<file path="config.mk">
export PLATFORM = sky130hd
export DESIGN_NAME = das_top
export DESIGN_NICKNAME = d
export VERILOG_FILES = /design/src/hw/das_top.v
export VERILOG_INCLUDE_DIRS = /design/src /design/src/pkg
export SDC_FILE = /design/constraint.sdc
export NUM_CORES = 1
export LEC_CHECK = 0
export BUFFER_PORTS_ARGS = -buffer_cell sky130_fd_sc_hd__buf_2
export CAP_MARGIN = 20
export CORE_MARGIN = 2
export CORE_UTILIZATION = 55
export CTS_BUF_LIST = sky130_fd_sc_hd__clkbuf_8
export DETAILED_ROUTE_END_ITERATION = 16
export PLACE_DENSITY = 0.77
export REMOVE_ABC_BUFFERS = 1
export SLEW_MARGIN = 20
export SYNTH_ARGS = -nofsm -noshare
export SYNTH_HDL_FRONTEND = slang
export SYNTH_SLANG_ARGS = --single-unit
export TNS_END_PERCENT = 20
</file>
<file path="constraint.sdc">
create_clock -name sys_clk -period 21 [get_ports sys_clk]
set_input_delay 1.05 -clock sys_clk [delete_from_list [all_inputs] [get_ports sys_clk]]
set_output_delay 1.05 -clock sys_clk [all_outputs]
set_load 0.01 [all_outputs]
</file>
<file path="src/pkg/das_map.vh">
`ifndef DAS_MAP_VH
`define DAS_MAP_VH

// Clock and tick
`define DAS_CLK_HZ          20000000
`define DAS_TICK_CYCLES     (`DAS_CLK_HZ)

// Register offsets
`define DAS_REG_CTRL        4'h0
`define DAS_REG_PWRDLY      4'h1
`define DAS_REG_LINELO      4'h2
`define DAS_REG_LINEHI      4'h3
`define DAS_REG_BROWN       4'h4
`define DAS_REG_FLOW        4'h5
`define DAS_REG_STAT        4'h6
`define DAS_REG_SEG         4'h7
`define DAS_REG_ACT         4'h8

// Reset values of threshold registers
`define DAS_RST_LINELO      16'h0008
`define DAS_RST_LINEHI      16'h0014
`define DAS_RST_BROWN       16'h00b4
`define DAS_RST_FLOW        16'h1388
`define DAS_RST_PWRDLY      16'h000a

// Fixed thresholds
`define DAS_SYS_LO_PSIG     16'h000f
`define DAS_SYS_HI_PSIG     16'h0028
`define DAS_RH_MAX_PCT      16'h0005
`define DAS_TEMP_HI_F       16'h00a0
`define DAS_TEMP_LO_F       16'h0023

// Disarm periods in seconds
`define DAS_DIS_SYSLO_S     16'h002d
`define DAS_DIS_RH_S        16'h00b4
`define DAS_DIS_WLO_S       16'h000f
`define DAS_DIS_LINELO_S    16'h00b4

// Lags in seconds
`define DAS_LAG_SYS_S       16'h000a
`define DAS_LAG_5_S         16'h0005
`define DAS_LAG_1_S         16'h0001
`define DAS_LAG_FLOW_S      16'h001e
`define DAS_RH_SHUT_MIN     16'h0005
`define DAS_RH_SHUT_S       (`DAS_RH_SHUT_MIN * 16'h003c)

// Successive power losses that raise the brownout fault
`define DAS_MAX_RESTART     2'h3

// Segregated output positions
`define DAS_SEG_SYSLO       0
`define DAS_SEG_SYSHI       1
`define DAS_SEG_RH          2
`define DAS_SEG_WLO         3
`define DAS_SEG_WHI         4
`define DAS_SEG_LINELO      5
`define DAS_SEG_LINEHI      6
`define DAS_SEG_PWR         7
`define DAS_SEG_THI         8
`define DAS_SEG_FLOW        9
`define DAS_SEG_TLO         10
`define DAS_SEG_BRK         11

// Control register fields
`define DAS_CTRL_START      0
`define DAS_CTRL_CLRFLT     1

`endif

</file>
<file path="src/hw/das_top.v">
// Behaviour
// - System pressure under 15: 45 s disarm, 10 s lag, major, immediate shutdown.
// - System pressure over 40: no disarm, 10 s lag, summary and shutdown.
// - Humidity over 5: 180 s disarm, 5 s lag, shutdown after 5 more minutes.
// - Humidity bypass output follows humidity directly, no disarm or lag.
// - Low water float: 15 s disarm, 5 s lag, major, immediate shutdown.
// - High water float: no disarm, 5 s lag, major, immediate shutdown.
// - Line pressure under setting (8): 180 s disarm, 5 s lag, minor.
// - Line pressure over setting (20): no disarm, 5 s lag, minor.
// - Line pressure alarms clear by themselves when condition clears.
// - Any phase under brown-out setting raises power loss at once.
// - Power loss enters standby; once it clears, waits power-on delay, restarts.
// - Water temperature over 160: 1 s lag, major, immediate shutdown.
// - Water temperature under 35: 1 s lag, summary, immediate shutdown.
// - Low temperature stays armed while transfer controller holds standby.
// - A third successive power loss, after two restarts, raises a brownout fault shown as power failure.
// - Tripped compressor breaker: 1 s lag, major, immediate shutdown.
// - High flow: 30 s lag, self-clearing, segregated position 9 and flow warning only.
// - High flow threshold is a software-set per-model value.
// - Majors stop the dryer and set summary; minors keep it running.
// - Humidity is minor first, major once its shutdown delay expires.
`timescale 1ns/100ps
`include "das_map.vh"

module das_top #(
	parameter TICK_CYCLES = `DAS_TICK_CYCLES      // Cycles per second tick
) (
	input  wire        sys_clk,                  // System clock 20 MHz
	input  wire        rst,                      // Async reset, high
	input  wire        clk_en,                   // Freezes all state when low
	input  wire [15:0] sys_press,                // System pressure psig
	input  wire [15:0] line_press,               // Line pressure psig
	input  wire [15:0] humidity,                 // Outlet humidity %RH
	input  wire        water_low,                // Low water float
	input  wire        water_high,               // High water float
	input  wire [15:0] water_temp,               // Leaving water temp F
	input  wire [15:0] phase_a,                  // Phase A volts
	input  wire [15:0] phase_b,                  // Phase B volts
	input  wire [15:0] phase_c,                  // Phase C volts
	input  wire        breaker_trip,             // Compressor breaker tripped
	input  wire [15:0] air_flow,                 // Air flow rate
	input  wire        xfer_standby,             // auto_transfer_controller hold
	input  wire [3:0]  reg_addr,                 // Register address
	input  wire [15:0] reg_wdata,                // Write data
	input  wire        reg_wr,                   // Write strobe
	input  wire        reg_rd,                   // Read strobe
	output reg  [15:0] reg_rdata,                // Read data, cycle after strobe
	output reg         summary_alarm_terminals,  // Summary alarm output
	output reg  [11:0] seg_alarm,                // Segregated alarm outputs
	output reg         shutdown_req,             // Stop compressor
	output reg         run_out,                  // Dryer running
	output reg         rh_bypass,                // Humidity bypass control
	output reg         flow_warn                 // High flow warning display
);

	localparam ST_IDLE  = 2'h0;
	localparam ST_RUN   = 2'h1;
	localparam ST_WAIT  = 2'h2;
	localparam ST_FAULT = 2'h3;

	localparam NQ = 11;

	reg [24:0] tick_cnt_ff;
	reg        tick_ff;
	reg [1:0]  state_ff;
	reg [15:0] since_ff;
	reg [15:0] dly_ff;
	reg [1:0]  tries_ff;
	reg [15:0] rh_dly_ff;
	reg        rh_major_ff;
	reg        pwr_ff;
	reg        start_ff;
	reg [15:0] pwrdly_ff;
	reg [15:0] linelo_ff;
	reg [15:0] linehi_ff;
	reg [15:0] brown_ff;
	reg [15:0] flow_ff;
	reg [15:0] nxt_rdata;
	reg [NQ-1:0] qual_ff;

	wire [NQ-1:0] cond;
	wire [NQ-1:0] armed;
	wire [15:0]   lag_sec [0:NQ-1];
	wire          pwr_low;
	wire          major_any;
	wire          fault = (state_ff == ST_FAULT);

	// Raw threshold comparisons
	assign cond[0]  = sys_press < `DAS_SYS_LO_PSIG;
	assign cond[1]  = sys_press > `DAS_SYS_HI_PSIG;
	assign cond[2]  = humidity > `DAS_RH_MAX_PCT;
	assign cond[3]  = water_low;
	assign cond[4]  = water_high;
	assign cond[5]  = line_press < linelo_ff;
	assign cond[6]  = line_press > linehi_ff;
	assign cond[7]  = water_temp > `DAS_TEMP_HI_F;
	assign cond[8]  = water_temp < `DAS_TEMP_LO_F;
	assign cond[9]  = breaker_trip;
	assign cond[10] = air_flow > flow_ff;
	assign pwr_low  = (phase_a < brown_ff) | (phase_b < brown_ff) | (phase_c < brown_ff);

	// Disarm windows from start-up
	assign armed[0]  = since_ff >= `DAS_DIS_SYSLO_S;
	assign armed[1]  = 1'b1;
	assign armed[2]  = since_ff >= `DAS_DIS_RH_S;
	assign armed[3]  = since_ff >= `DAS_DIS_WLO_S;
	assign armed[4]  = 1'b1;
	assign armed[5]  = since_ff >= `DAS_DIS_LINELO_S;
	assign armed[6]  = 1'b1;
	assign armed[7]  = 1'b1;
	assign armed[8]  = 1'b1;
	assign armed[9]  = 1'b1;
	assign armed[10] = 1'b1;

	// Lag per alarm in seconds, constant nets so no process is needed
	assign lag_sec[0]  = `DAS_LAG_SYS_S;
	assign lag_sec[1]  = `DAS_LAG_SYS_S;
	assign lag_sec[2]  = `DAS_LAG_5_S;
	assign lag_sec[3]  = `DAS_LAG_5_S;
	assign lag_sec[4]  = `DAS_LAG_5_S;
	assign lag_sec[5]  = `DAS_LAG_5_S;
	assign lag_sec[6]  = `DAS_LAG_5_S;
	assign lag_sec[7]  = `DAS_LAG_1_S;
	assign lag_sec[8]  = `DAS_LAG_1_S;
	assign lag_sec[9]  = `DAS_LAG_1_S;
	assign lag_sec[10] = `DAS_LAG_FLOW_S;

	// One-second tick
	always @(posedge sys_clk or posedge rst) begin
		if (rst) begin
			tick_cnt_ff <= 25'h0;
			tick_ff     <= 1'b0;
		end else if (clk_en) begin
			if ({7'h0, tick_cnt_ff} == TICK_CYCLES - 1) begin
				tick_cnt_ff <= 25'h0;
				tick_ff     <= 1'b1;
			end else begin
				tick_cnt_ff <= tick_cnt_ff + 25'h1;
				tick_ff     <= 1'b0;
			end
		end
	end

	// Qualifying lag per alarm
	genvar gi;
	generate
		for (gi = 0; gi < NQ; gi = gi + 1) begin : g_lag
			reg [15:0] lag_ff;
			always @(posedge sys_clk or posedge rst) begin
				if (rst) begin
					lag_ff      <= 16'h0;
					qual_ff[gi] <= 1'b0;
				end else if (clk_en) begin
					if (!(cond[gi] && armed[gi] && (state_ff == ST_RUN || gi == 8))) begin
						lag_ff      <= 16'h0;
						qual_ff[gi] <= 1'b0;
					end else if (tick_ff && !qual_ff[gi]) begin
						if (lag_ff + 16'h1 >= lag_sec[gi])
							qual_ff[gi] <= 1'b1;
						lag_ff <= lag_ff + 16'h1;
					end
				end
			end
		end
	endgenerate

	// Humidity shutdown delay, minor then major
	always @(posedge sys_clk or posedge rst) begin
		if (rst) begin
			rh_dly_ff   <= 16'h0;
			rh_major_ff <= 1'b0;
		end else if (clk_en) begin
			if (!qual_ff[2]) begin
				rh_dly_ff   <= 16'h0;
				rh_major_ff <= 1'b0;
			end else if (tick_ff && !rh_major_ff) begin
				if (rh_dly_ff + 16'h1 >= `DAS_RH_SHUT_S)
					rh_major_ff <= 1'b1;
				rh_dly_ff <= rh_dly_ff + 16'h1;
			end
		end
	end

	assign major_any = qual_ff[0] | qual_ff[1] | rh_major_ff | qual_ff[3] | qual_ff[4]
		| qual_ff[7] | qual_ff[8] | qual_ff[9] | pwr_low | fault;

	// Run sequence with restart counting
	always @(posedge sys_clk or posedge rst) begin
		if (rst) begin
			state_ff <= ST_IDLE;
			since_ff <= 16'h0;
			dly_ff   <= 16'h0;
			tries_ff <= 2'h0;
			pwr_ff   <= 1'b0;
		end else if (clk_en) begin
			pwr_ff <= pwr_low;
			if (tick_ff && since_ff != 16'hffff)
				since_ff <= since_ff + 16'h1;
			case (state_ff)
				ST_IDLE: begin
					if (start_ff && !pwr_low) begin
						state_ff <= ST_RUN;
						since_ff <= 16'h0;
						tries_ff <= 2'h0;
					end
				end
				ST_RUN: begin
					if (pwr_low) begin
						state_ff <= ST_WAIT;
						dly_ff   <= 16'h0;
					end else if (!start_ff) begin
						state_ff <= ST_IDLE;
					end else if (since_ff >= `DAS_DIS_LINELO_S) begin
						tries_ff <= 2'h0;
					end
				end
				ST_WAIT: begin
					if (pwr_low) begin
						dly_ff <= 16'h0;
					end else if (tick_ff) begin
						if (dly_ff + 16'h1 >= pwrdly_ff) begin
							if (tries_ff + 2'h1 == `DAS_MAX_RESTART) begin
								state_ff <= ST_FAULT;
							end else begin
								state_ff <= ST_RUN;
								since_ff <= 16'h0;
								tries_ff <= tries_ff + 2'h1;
							end
						end
						dly_ff <= dly_ff + 16'h1;
					end
				end
				ST_FAULT: begin
					if (reg_wr && reg_addr == `DAS_REG_CTRL && reg_wdata[`DAS_CTRL_CLRFLT]) begin
						state_ff <= ST_IDLE;
						tries_ff <= 2'h0;
					end
				end
				default: state_ff <= ST_IDLE;
			endcase
		end
	end

	// Register writes
	always @(posedge sys_clk or posedge rst) begin
		if (rst) begin
			start_ff  <= 1'b0;
			pwrdly_ff <= `DAS_RST_PWRDLY;
			linelo_ff <= `DAS_RST_LINELO;
			linehi_ff <= `DAS_RST_LINEHI;
			brown_ff  <= `DAS_RST_BROWN;
			flow_ff   <= `DAS_RST_FLOW;
		end else if (clk_en && reg_wr) begin
			case (reg_addr)
				`DAS_REG_CTRL:   start_ff  <= reg_wdata[`DAS_CTRL_START];
				`DAS_REG_PWRDLY: pwrdly_ff <= reg_wdata;
				`DAS_REG_LINELO: linelo_ff <= reg_wdata;
				`DAS_REG_LINEHI: linehi_ff <= reg_wdata;
				`DAS_REG_BROWN:  brown_ff  <= reg_wdata;
				`DAS_REG_FLOW:   flow_ff   <= reg_wdata;
				default: ;
			endcase
		end
	end

	// Read mux
	always @* begin
		nxt_rdata = 16'h0;
		case (reg_addr)
			`DAS_REG_CTRL:   nxt_rdata = {15'h0, start_ff};
			`DAS_REG_PWRDLY: nxt_rdata = pwrdly_ff;
			`DAS_REG_LINELO: nxt_rdata = linelo_ff;
			`DAS_REG_LINEHI: nxt_rdata = linehi_ff;
			`DAS_REG_BROWN:  nxt_rdata = brown_ff;
			`DAS_REG_FLOW:   nxt_rdata = flow_ff;
			`DAS_REG_STAT:   nxt_rdata = {10'h0, tries_ff, state_ff, rh_major_ff, pwr_ff};
			`DAS_REG_SEG:    nxt_rdata = {4'h0, seg_alarm};
			`DAS_REG_ACT:    nxt_rdata = {5'h0, qual_ff};
			default:         nxt_rdata = 16'h0;
		endcase
	end

	// Registered outputs
	always @(posedge sys_clk or posedge rst) begin
		if (rst) begin
			reg_rdata               <= 16'h0;
			summary_alarm_terminals <= 1'b0;
			seg_alarm               <= 12'h0;
			shutdown_req            <= 1'b0;
			run_out                 <= 1'b0;
			rh_bypass               <= 1'b0;
			flow_warn               <= 1'b0;
		end else if (clk_en) begin
			reg_rdata <= reg_rd ? nxt_rdata : 16'h0;
			summary_alarm_terminals <= major_any | qual_ff[2] | qual_ff[5] | qual_ff[6];
			seg_alarm[`DAS_SEG_SYSLO]  <= qual_ff[0];
			seg_alarm[`DAS_SEG_SYSHI]  <= qual_ff[1];
			seg_alarm[`DAS_SEG_RH]     <= qual_ff[2];
			seg_alarm[`DAS_SEG_WLO]    <= qual_ff[3];
			seg_alarm[`DAS_SEG_WHI]    <= qual_ff[4];
			seg_alarm[`DAS_SEG_LINELO] <= qual_ff[5];
			seg_alarm[`DAS_SEG_LINEHI] <= qual_ff[6];
			seg_alarm[`DAS_SEG_PWR]    <= pwr_low | fault;
			seg_alarm[`DAS_SEG_THI]    <= qual_ff[7];
			seg_alarm[`DAS_SEG_FLOW]   <= qual_ff[10];
			seg_alarm[`DAS_SEG_TLO]    <= qual_ff[8];
			seg_alarm[`DAS_SEG_BRK]    <= qual_ff[9];
			shutdown_req <= major_any;
			run_out      <= (state_ff == ST_RUN) && !major_any;
			rh_bypass    <= cond[2];
			flow_warn    <= qual_ff[10];
		end
	end

endmodule

</file>
==> metrics.csv <==
metric,value,unit
worst_slew_pin_slew,1.227,ns
wl_per_cell,17.87,um
irDropWorstVdd,0.07089,mV
reg2reg_slack,17.07,ns
hold_path_depth,1,
h-tree-depth,3,
worst-endpoint-arrival,4.40,ns
worstRegToRegCells,15,
async_flop_share,1.000,
finClkSkew,0.02823,ns
rsz0062_at_grt,no,
synthMostInstantiatedCell,dfrtp_1,
synth-edff-count,0,
slew_headroom,0.1813,
crit_fanout,15,
ys_seq_elements,380,
rr_startpoint,dly_ff[2],
drtIter0Drc,1785,
drt-pass1-iter-count,5,
setup_tns,0,ns
cp.required,21.47,ns
synth_common_cells,"dfrtp_1 (366), o21ai_0 (357), nand2_1 (303)",
yosysTopAreaCellShare,0.3838,
cts_made_buffers,69,
r2r_end,since_ff[1],
clk_pin_slew,0.06,ns
period_share,0.1871,
start_util,0.5552,
dp_cells,3468,
p_leak,12.32,nW
register_area,9527,um^2
cts_buffer_depth,3,
portBuffers,187,
dieArea,45070,um^2
timing.fmax,0.2545,GHz
nets,3251,
ctsHoldBuffers,0,
final_cells,3594,
ys_seq_area_frac,0.3992,
core_area,42980,um^2
ys_types,86,
grt_pass1_wl,104300,um
place_congestion,0.9678,
status,completed,
grt_pass1_vias,20790,
finalSetupViolations,0,
cts_resized,0,
multi_input_area,13300,um^2
cp-end-kind,register,
clkLatencyLatePin,0.62,ns
critPathKind,reg -> reg,
synth_flop_cell,dfrtp_1,
routed_via_density,6.132,
antenna_found_initial,6,
syn2layout_area_growth,11.57,%
yosysTopAreaCell,dfrtp_1,
overflow,0,
powerDensity,67.49,nW/um^2
hold_violations,0,
syn_area_per_cell,8.495,um^2
hp-class,reg -> reg,
min_from,reg_rdata[3],
vias,22040,
drive_gt1_frac,0.1268,
cp-start-kind,register,
io_pins,190,
grt.total_usage,0.2849,
die_h,212.3,um
cts_tree,yes,
maxCapViolCount,0,
synth_area_leaders,"dfrtp_1 (38%), o21ai_0 (7.5%), ha_1 (7.3%)",
yosysWarnings,0,
cts.sinks,380,
cts_root_buf,clkbuf_8,
whs_endpoint,reg_rdata[3],
postCtsSetupBuffers,0,
hpwl,45040,um
num-fill-cells,3689,
drtAntennaViolNets,0,
remaining_drc_errors,0,
slew_violations,0,
synthesis.area,23860,um^2
die_w,212.3,um
synthCells,2809,
grt_max_degree,176,
drt-total-wl,64230,um
period_needed,3.929,ns
rows,76,
## cells in the final DEF, fill, tap and decap left out, drive strengths merged, types with 89 or more instances in the layout
cell	instances
clkbuf	89
nand3	136
nand2	305
nor2	246
ha	139
buf	209
a21oi	104
inv	169
dfrtp	366
o21ai	361
## cell type report
class,count,share of cell area
clock inverters,33,0.006815
repair buffers,210,0.04211
clock buffers,88,0.04549
flip-flops and latches,380,0.3578
diodes,4,0.0003760
multi-input cells,2151,0.4994
well taps,585,0.02749
inverters,143,0.02044
## cell families after synthesis
| group | Yosys count | synth area share |
|---|---|---|
| adders and majority gates | 139 | 0.07288 |
| xor gates and xnor gates | 90 | 0.03303 |
| buffers and inverters | 278 | 0.04567 |
| DFF | 380 | 0.3992 |
| and+or+nand+nor | 1081 | 0.2221 |
| AOI/OAI and AO/OA | 810 | 0.2131 |
| muxes | 31 | 0.01400 |
## how the worst max path moves through the flow
stage	from	end
floorplan	rst	brown_ff[0]
global placement	reg_addr[1]	linelo_ff[0]
detailed placement	reg_addr[1]	linelo_ff[0]
CTS	dly_ff[2]	since_ff[1]
global route	dly_ff[2]	since_ff[1]
finish	dly_ff[2]	since_ff[1]
## metal layers
metal | GRT usage | vias up | wire (um)
met5 | 0 | - | 31
met4 | 0.1059 | 4 | 1777
met3 | 0.05081 | 119 | 4747
met2 | 0.4595 | 781 | 29920
met1 | 0.3853 | 10650 | 27760
li1 | - | 10480 | -
## metrics by stage
| step | total power [mW] | hold slack [ns] | util | cell area, um^2 | worst slack [ns] |
|---|---|---|---|---|---|
| after floorplan | 0.9883 | 0.4387 | - | 23310 | 9.416 |
| after global placement | 1.070 | 0.4545 | 0.5862 | 25200 | 16.94 |
| final | 1.797 | 0.4748 | 0.6194 | 26620 | 17.07 |
| after global routing | 1.885 | 0.4957 | 0.6193 | 26620 | 16.81 |
| after CTS | 1.808 | 0.4786 | 0.6187 | 26590 | 17.12 |
| after detailed placement | 1.086 | 0.4647 | 0.5863 | 25200 | 16.85 |
## flip-flops by register name (all words and copies together), names as in the netlist, 2 cells and up
signal	cells
g_lag.lag_ff	176
tick_cnt_ff	25
brown_ff	16
dly_ff	16
flow_ff	16
linehi_ff	16
linelo_ff	16
pwrdly_ff	16
reg_rdata	16
rh_dly_ff	16
since_ff	16
seg_alarm	12
qual_ff	11
state_ff	2
tries_ff	2
## power breakdown
group / leakage, nW / switching [mW] / internal, mW
Sequential: 5.03 / 0.0346 / 0.783
Clock: 0.820 / 0.319 / 0.398
Combinational: 6.47 / 0.162 / 0.100
## critical path: stages (launching register included)
cell and delay, ns:
dfrtp_1 0.48, nand3_1 0.20, inv_1 0.12, and3_1 0.24, and3_1 0.25, and3_1 0.25
nand3_1 0.15, xnor2_1 0.16, ha_1 0.32, and2_1 0.17, nand3_1 0.09, o31a_1 0.31
nand2b_1 0.19, o22a_1 0.22, nor2_2 0.48, o22ai_1 0.17
No activity file was read; power rests on OpenSTA's default activity.
